**src/design/tpl_pkg.sv**
```systemverilog
package tpl_pkg;
  // object indices
  localparam logic [15:0] IDX_LATCH_SEL_1 = 16'h44b0;
  localparam logic [15:0] IDX_LATCH_SEL_2 = 16'h44b1;
  localparam logic [15:0] IDX_TRIG_SEL_1 = 16'h44b2;
  localparam logic [15:0] IDX_TRIG_SEL_2 = 16'h44b3;
  localparam logic [15:0] IDX_CONTROL = 16'h60b8;
  localparam logic [15:0] IDX_STATUS = 16'h60b9;
  localparam logic [15:0] IDX_CAP_1_RISE = 16'h60ba;
  localparam logic [15:0] IDX_CAP_1_FALL = 16'h60bb;
  localparam logic [15:0] IDX_CAP_2_RISE = 16'h60bc;
  localparam logic [15:0] IDX_CAP_2_FALL = 16'h60bd;

  // reset values, and the selector code that picks command position or timing pulse
  localparam logic [15:0] CONTROL_RESET = 16'h0000;
  localparam logic [7:0] SEL_RESET = 8'h00;
  localparam logic [7:0] SEL_ONE = 8'h01;

  // control word fields, channel one; channel two sits CH_STRIDE bits higher
  localparam int CH_STRIDE = 8;
  localparam int CTL_ENABLE = 0;
  localparam int CTL_CONTINUOUS = 1;
  localparam int CTL_INTERNAL = 2;
  localparam int CTL_RISE_EN = 4;
  localparam int CTL_FALL_EN = 5;

  // status word fields, channel one
  localparam int STS_ENABLED = 0;
  localparam int STS_RISE_DONE = 1;
  localparam int STS_FALL_DONE = 2;

  // timing pulse: one per 7.2 degrees of shaft, i.e. 50 per revolution
  localparam int TIM_PER_REV = 50;
  localparam int STEPS_PER_REV_DEFAULT = 10000;

  typedef struct packed {
    logic [15:0] status;
    logic signed [31:0] cap_1_rise;
    logic signed [31:0] cap_1_fall;
    logic signed [31:0] cap_2_rise;
    logic signed [31:0] cap_2_fall;
  } tpl_tx_t;

  typedef struct packed {
    logic rd;
    logic wr;
    logic [15:0] index;
    logic [7:0] wdata;
  } tpl_obj_req_t;
endpackage : tpl_pkg

```
**src/design/tpl_probe_latch.sv**
```systemverilog
module tpl_probe_latch #(
  parameter int STEPS_PER_REV = tpl_pkg::STEPS_PER_REV_DEFAULT
) (
  input wire logic clock,
  input wire logic resetn,
  input wire logic ext_latch_in_a,
  input wire logic ext_latch_in_b,
  input wire logic signed [31:0] feedback_pos,
  input wire logic signed [31:0] command_pos,
  input wire logic rx_valid,
  input wire logic [15:0] receive_process_data,
  output tpl_pkg::tpl_tx_t transmit_process_data,
  input wire tpl_pkg::tpl_obj_req_t obj_req,
  output logic [31:0] obj_rdata,
  output logic obj_ack,
  output logic obj_err,
  output logic zero_position_out,
  output logic timing_pulse_out
);
  import tpl_pkg::*;

  logic [15:0] control_q;
  logic [7:0] latch_sel_q [2];
  logic [7:0] trig_sel_q [2];
  logic [1:0] ext_meta_q;
  logic [1:0] ext_sync_q;
  logic [1:0] ext_prev_q;
  logic zero_prev_q;
  logic tim_prev_q;
  logic zero_lvl;
  logic tim_lvl;
  logic signed [31:0] cap_rise_q [2];
  logic signed [31:0] cap_fall_q [2];
  logic [1:0] rise_done_q;
  logic [1:0] fall_done_q;

  // internal trigger sources, also driven out of the block
  tpl_shaft_signals #(
    .STEPS_PER_REV(STEPS_PER_REV)
  ) u_shaft (
    .clock(clock),
    .resetn(resetn),
    .command_pos(command_pos),
    .zero_position_out(zero_lvl),
    .timing_pulse_out(tim_lvl)
  );

  assign zero_position_out = zero_lvl;
  assign timing_pulse_out = tim_lvl;

  // control word: process data wins over an object write in the same cycle
  always_ff @(posedge clock) begin
    if (!resetn) begin
      control_q <= CONTROL_RESET;
    end else if (rx_valid) begin
      control_q <= receive_process_data;
    end else if (obj_req.wr && obj_req.index == IDX_CONTROL) begin
      control_q <= {control_q[15:8], obj_req.wdata};
    end
  end

  // external pins cross into the drive clock through two flops
  always_ff @(posedge clock) begin
    if (!resetn) begin
      ext_meta_q <= 2'h0;
      ext_sync_q <= 2'h0;
      ext_prev_q <= 2'h0;
      zero_prev_q <= 1'b0;
      tim_prev_q <= 1'b0;
    end else begin
      ext_meta_q <= {ext_latch_in_b, ext_latch_in_a};
      ext_sync_q <= ext_meta_q;
      ext_prev_q <= ext_sync_q;
      zero_prev_q <= zero_lvl;
      tim_prev_q <= tim_lvl;
    end
  end

  for (genvar c = 0; c < 2; c++) begin : g_ch
    localparam int B = c * CH_STRIDE;
    logic en_prev_q;
    logic cont_q;
    logic internal_q;
    logic rise_en_q;
    logic fall_en_q;
    logic use_cmd_q;
    logic use_tim_q;
    logic arm;
    logic active;
    logic src_now;
    logic src_prev;
    logic rise_ev;
    logic fall_ev;
    logic signed [31:0] pos;

    // selectors, one per channel
    always_ff @(posedge clock) begin
      if (!resetn) begin
        latch_sel_q[c] <= SEL_RESET;
        trig_sel_q[c] <= SEL_RESET;
      end else if (obj_req.wr) begin
        if (obj_req.index == (c == 0 ? IDX_LATCH_SEL_1 : IDX_LATCH_SEL_2)) begin
          latch_sel_q[c] <= obj_req.wdata;
        end
        if (obj_req.index == (c == 0 ? IDX_TRIG_SEL_1 : IDX_TRIG_SEL_2)) begin
          trig_sel_q[c] <= obj_req.wdata;
        end
      end
    end

    assign arm = control_q[B + CTL_ENABLE] && !en_prev_q;
    assign active = control_q[B + CTL_ENABLE] && en_prev_q;

    // setup is frozen at arming so edits under enable have no effect
    always_ff @(posedge clock) begin
      if (!resetn) begin
        en_prev_q <= 1'b0;
        cont_q <= 1'b0;
        internal_q <= 1'b0;
        rise_en_q <= 1'b0;
        fall_en_q <= 1'b0;
        use_cmd_q <= 1'b0;
        use_tim_q <= 1'b0;
      end else begin
        en_prev_q <= control_q[B + CTL_ENABLE];
        if (arm) begin
          cont_q <= control_q[B + CTL_CONTINUOUS];
          internal_q <= control_q[B + CTL_INTERNAL];
          rise_en_q <= control_q[B + CTL_RISE_EN];
          fall_en_q <= control_q[B + CTL_FALL_EN];
          use_cmd_q <= latch_sel_q[c] == SEL_ONE;
          use_tim_q <= trig_sel_q[c] == SEL_ONE;
        end
      end
    end

    // external input c serves channel c only
    always_comb begin
      if (!internal_q) begin
        src_now = ext_sync_q[c];
        src_prev = ext_prev_q[c];
        pos = use_cmd_q ? command_pos : feedback_pos;
      end else if (use_tim_q) begin
        src_now = tim_lvl;
        src_prev = tim_prev_q;
        pos = command_pos;
      end else begin
        src_now = zero_lvl;
        src_prev = zero_prev_q;
        pos = feedback_pos;
      end
    end

    assign rise_ev = active && rise_en_q && src_now && !src_prev;
    assign fall_ev = active && fall_en_q && !src_now && src_prev;

    // captured values persist after disable; flags clear on re-arm only
    always_ff @(posedge clock) begin
      if (!resetn) begin
        cap_rise_q[c] <= 32'sh0;
        cap_fall_q[c] <= 32'sh0;
        rise_done_q[c] <= 1'b0;
        fall_done_q[c] <= 1'b0;
      end else if (arm) begin
        rise_done_q[c] <= 1'b0;
        fall_done_q[c] <= 1'b0;
      end else begin
        if (rise_ev && (cont_q || !rise_done_q[c])) begin
          cap_rise_q[c] <= pos;
          rise_done_q[c] <= 1'b1;
        end
        if (fall_ev && (cont_q || !fall_done_q[c])) begin
          cap_fall_q[c] <= pos;
          fall_done_q[c] <= 1'b1;
        end
      end
    end
  end

  logic [15:0] status;
  always_comb begin
    status = 16'h0000;
    for (int c = 0; c < 2; c++) begin
      status[c * CH_STRIDE + STS_ENABLED] = control_q[c * CH_STRIDE + CTL_ENABLE];
      status[c * CH_STRIDE + STS_RISE_DONE] = rise_done_q[c];
      status[c * CH_STRIDE + STS_FALL_DONE] = fall_done_q[c];
    end
  end

  always_ff @(posedge clock) begin
    if (!resetn) begin
      transmit_process_data <= '0;
    end else begin
      transmit_process_data.status <= status;
      transmit_process_data.cap_1_rise <= cap_rise_q[0];
      transmit_process_data.cap_1_fall <= cap_fall_q[0];
      transmit_process_data.cap_2_rise <= cap_rise_q[1];
      transmit_process_data.cap_2_fall <= cap_fall_q[1];
    end
  end

  // object access: one-cycle answer; writes to read-only or unknown indices err
  always_ff @(posedge clock) begin
    if (!resetn) begin
      obj_rdata <= 32'h0;
      obj_ack <= 1'b0;
      obj_err <= 1'b0;
    end else begin
      obj_ack <= obj_req.rd || obj_req.wr;
      obj_err <= 1'b0;
      obj_rdata <= 32'h0;
      if (!(obj_req.rd || obj_req.wr)) begin
        obj_rdata <= 32'h0; // idle cycles read as zero whatever the index holds
      end else if (obj_req.index == IDX_LATCH_SEL_1) begin
        obj_rdata <= {24'h0, latch_sel_q[0]};
      end else if (obj_req.index == IDX_LATCH_SEL_2) begin
        obj_rdata <= {24'h0, latch_sel_q[1]};
      end else if (obj_req.index == IDX_TRIG_SEL_1) begin
        obj_rdata <= {24'h0, trig_sel_q[0]};
      end else if (obj_req.index == IDX_TRIG_SEL_2) begin
        obj_rdata <= {24'h0, trig_sel_q[1]};
      end else if (obj_req.index == IDX_CONTROL) begin
        obj_rdata <= {16'h0, control_q};
      end else if (obj_req.index == IDX_STATUS) begin
        obj_rdata <= {16'h0, status};
        obj_err <= obj_req.wr;
      end else if (obj_req.index == IDX_CAP_1_RISE) begin
        obj_rdata <= cap_rise_q[0];
        obj_err <= obj_req.wr;
      end else if (obj_req.index == IDX_CAP_1_FALL) begin
        obj_rdata <= cap_fall_q[0];
        obj_err <= obj_req.wr;
      end else if (obj_req.index == IDX_CAP_2_RISE) begin
        obj_rdata <= cap_rise_q[1];
        obj_err <= obj_req.wr;
      end else if (obj_req.index == IDX_CAP_2_FALL) begin
        obj_rdata <= cap_fall_q[1];
        obj_err <= obj_req.wr;
      end else begin
        obj_err <= obj_req.rd || obj_req.wr;
      end
    end
  end
endmodule : tpl_probe_latch

```
**src/design/tpl_shaft_signals.sv**
```systemverilog
module tpl_shaft_signals #(
  parameter int STEPS_PER_REV = tpl_pkg::STEPS_PER_REV_DEFAULT
) (
  input wire logic clock,
  input wire logic resetn,
  input wire logic signed [31:0] command_pos,
  output logic zero_position_out,
  output logic timing_pulse_out
);
  import tpl_pkg::*;

  localparam int TIM_STEPS = STEPS_PER_REV / TIM_PER_REV;

  initial begin
    if (STEPS_PER_REV % TIM_PER_REV != 0 || STEPS_PER_REV < TIM_PER_REV) begin
      $error("steps per revolution must be a nonzero multiple of the timing count");
    end
  end

  // both outputs are high while the command position sits on a mark;
  // crossing a mark gives a rise and a fall, one per mark
  always_ff @(posedge clock) begin
    if (!resetn) begin
      zero_position_out <= 1'b0;
      timing_pulse_out <= 1'b0;
    end else begin
      zero_position_out <= (command_pos % STEPS_PER_REV) == 0;
      timing_pulse_out <= (command_pos % TIM_STEPS) == 0;
    end
  end
endmodule : tpl_shaft_signals

```
**config.mk**
```make
export PLATFORM = sky130hd
export DESIGN_NAME = tpl_probe_latch
export DESIGN_NICKNAME = d
export VERILOG_FILES = /design/src/design/tpl_pkg.sv /design/src/design/tpl_probe_latch.sv /design/src/design/tpl_shaft_signals.sv
export SDC_FILE = /design/constraint.sdc
export NUM_CORES = 1
export LEC_CHECK = 0
export BUFFER_PORTS_ARGS = -buffer_cell sky130_fd_sc_hd__buf_2
export CORE_MARGIN = 2
export CORE_UTILIZATION = 61
export DETAILED_ROUTE_END_ITERATION = 10
export PLACE_DENSITY = 0.91
export SLEW_MARGIN = 0
export SYNTH_ARGS = -nofsm -noshare
export SYNTH_HDL_FRONTEND = slang
export SYNTH_HIERARCHICAL = 1
export SYNTH_SLANG_ARGS = --single-unit
```
**constraint.sdc**
```tcl
create_clock -name clock -period 24.4 [get_ports clock]
set_input_delay 1.22 -clock clock [delete_from_list [all_inputs] [get_ports clock]]
set_output_delay 1.22 -clock clock [all_outputs]
set_load 0.02 [all_outputs]
```
==> impl_results.md <==
* All-Layer GR Usage at 37.0%
* First-pass GRT wire length at 143000 um
* Distinct cells, synth at about 160
* First-pass DRT Iterations at 6
* Register bit total from synthesis at 370
* Die width at between 200 and 250 um
* Sink Count at 370
* Setup CP Type: in -> reg
* Register area at 9010 um2
* Via count at around 29000
* Synth Warn # at 6
* Die height at 219 um
* Placed wire-length estimate at about 67000 um
* Final Max Slew Viols at 0
* Mean post-synth cell area at between 8 and 9 um2
* CTS clk-pin slew, worst paths at approximately 70 ps
* Crit path DAT at ~23000 ps
* Synth-to-layout area growth at 9.97%
* Tightest Pin Transition at between 1000 and 1500 ps
* Initial DRC Count at 3758
* Critical Path RT at roughly 25000 ps
* Setup tns final at 0 ps
* Crit-path slowest cell: xor2_1
* Area share of the largest cell type after synthesis at 17.0%
* Largest net degree at the start of global routing at 97
* # port buffers at 280
* Placeable Area at approximately 46000 um2
* Finished Core Util at roughly two thirds
* # setup viols final at 0
* Multi-input logic area at about 18000 um2
* Ys async rst share at 0%
* Row cnt at 78
* Fraction of layout cells with a size suffix above 1 at between 10% and 20%
* Final ANT Viol Nets at 0
* Starting density of the core at just over 60%
* Clk Latency, worst-skew pair at approximately 600 ps
* Hold Buf Count CTS at 0
* Vias in the first global route at 26300
* Clock Skews at 21.9 ps
* Clock buffer count from CTS at 31
* FMAX at around 0.044 GHz
* Top_reg_cell synth: dfxtp_1
* Hold Path Class: reg -> reg
* Root buffer cell: clkbuf_16
* CTS tree: built
* Maximum root-to-sink buffer count at 3
* Seq/Total Area, Yosys at a little under a third
* Slew headroom at roughly 12%
* Setup ws final at around 1600 ps
* WHS at approximately 450 ps
* Synth cell count leaders: nor2_1 (333), nand2_1 (224), and2_1 (218)
* Grt total ovfl at 0
* Most numerous cell in the Yosys netlist: nor2_1
* Via density at around 7.0
* Critical Path Max Stage Delay at 850 ps
* Cell area after synthesis at ~28000 um2
* Boundary pin count at 291
* Final hold vios at 0
* Max-Cap Viols at 0
* Worst-path maximum fanout at 16
* H-tree depth at 1
* Post-CTS Setup Bufs at 0
* RSZ-0062 raised after global routing: false
* Total wire length at just over 90000 um
* CP Capture Type: flip-flop
* Most frequent CP cell: o211ai_1
* Drt wl/cell at 22.7 um
* Final nets at ~3600
* Initial antenna violation count at 13
* Area leader, netlist: edfxtp_1
* Final Wtd Congestion at 1.02
* Startpoint types: input port
* Final Critical Period at 22760 ps
* Area contributors post-synth: edfxtp_1 (17%), dfxtp_1 (15%), and2_1 (4.8%)
* Number of fill cells at approximately 3400
* Number of enable flip-flop cells after synthesis at 160
* Setup WS pre-CTS at 1580 ps
* Post-Synthesis Cells at ~3300
* Run status: complete, no violations
* Final Cycle Share at about 93%
* DRC errors left at 0
* DIE AREA at 48100 um2
## cells by family after synthesis
group	count (synthesis)	synth area share, %
simple gates	1317	24.9
mux	157	5.76
other cells	1	0.0133
fa+ha+maj	8	0.292
xor+xnor	158	5.24
compound gates	1052	28.1
flops	370	31.9
buf+inv	218	3.75
## worst paths after layout
kind                                           to  slack [ps]  cells past startpoint                      startpoint
min reg2reg              ext_sync_q[1]$_SDFF_PN0_         450                      1        ext_meta_q[1]$_SDFF_PN0_
max reg2reg        cap_fall_q[1][1]$_SDFFCE_PN0P_       21320                      6  g_ch[1].use_tim_q$_SDFFE_PN0P_
max          u_shaft/zero_position_out$_SDFF_PN0_        1640                     64                  command_pos[7]
min                      ext_sync_q[1]$_SDFF_PN0_         450                      1        ext_meta_q[1]$_SDFF_PN0_
## layout by cell type, fill, tap and decap left out, types with 15 or more instances in the layout
cell / instances
nor4_1: 26
inv_1: 49
buf_4: 42
edfxtp_1: 160
o221ai_1: 15
o31ai_1: 34
o211ai_1: 37
xnor2_1: 105
o21bai_1: 16
nor2b_1: 25
nor2_1: 333
a21boi_0: 22
or2_2: 27
o21a_1: 32
nand3_1: 109
a21oi_1: 176
o21ai_1: 35
dfxtp_1: 210
or3_1: 27
a21o_1: 25
mux2_2: 23
nand4_1: 31
nand2b_1: 37
nor3_1: 87
a31oi_1: 46
and3_1: 45
and2_1: 218
o22ai_1: 32
o311a_1: 16
nand2_1: 222
xor2_1: 39
buf_2: 279
a211oi_1: 46
o21ai_0: 144
o2111ai_1: 21
clkbuf_16: 37
mux2i_1: 125
a22oi_1: 41
## state kept, by name, summed over array words and instances (netlist names), 2 cells and up
register               flops
g_ch.use_cmd_q             2
cap_fall_q                64
ext_meta_q                 2
latch_sel_q               16
obj_rdata                 32
control_q                 16
g_ch.fall_en_q             2
ext_prev_q                 2
transmit_process_data    134
g_ch.internal_q            2
trig_sel_q                16
rise_done_q                2
g_ch.use_tim_q             2
fall_done_q                2
g_ch.rise_en_q             2
cap_rise_q                64
ext_sync_q                 2
g_ch.cont_q                2
## cell type report
class | instances | area share (%)
Multi-Input combinational cell | 2702 | 59.0
Sequential cell | 370 | 29.0
Timing Repair Buffer | 321 | 5.51
Clock buffer | 47 | 3.20
Tap cell | 600 | 2.42
Inverter | 50 | 0.604
Clock inverter | 11 | 0.270
Antenna cell | 7 | 0.0564
## worst max-delay path: cells and delay by family
| kind | cells | cell delay (ps) |
|---|---|---|
| AND/OR/NAND/NOR | 19 | 7210 |
| multiplexers | 2 | 520 |
| XOR/XNOR | 5 | 2040 |
| AO/OA/AOI/OAI | 37 | 12070 |
| buffers and inverters | 1 | 160 |
## stage by stage
stage | area [um2] | cells
after CTS | 31000 | 4101
after global placement | 30000 | 4043
after global routing | 31100 | 4107
after detailed placement | 30000 | 4043
after floorplan | 28300 | 3290
final | 31100 | 4108
## repair_timing
item	4_1_cts	5_1_grt
resized for setup	0	4
hold endpoints to repair	0	0
setup endpoints to repair	0	2
## layer usage
metal	vias up	part of all wire (%)	track usage [%]
met5	-	0.088	0
met1	13400	38	45.9
met2	2011	44	58.6
met3	460	11	8.48
met4	12	6.7	22.2
li1	12900	-	-
Power is not shown: default switching activity piles up to over one toggle a cycle in this logic, so the estimate is an artifact.
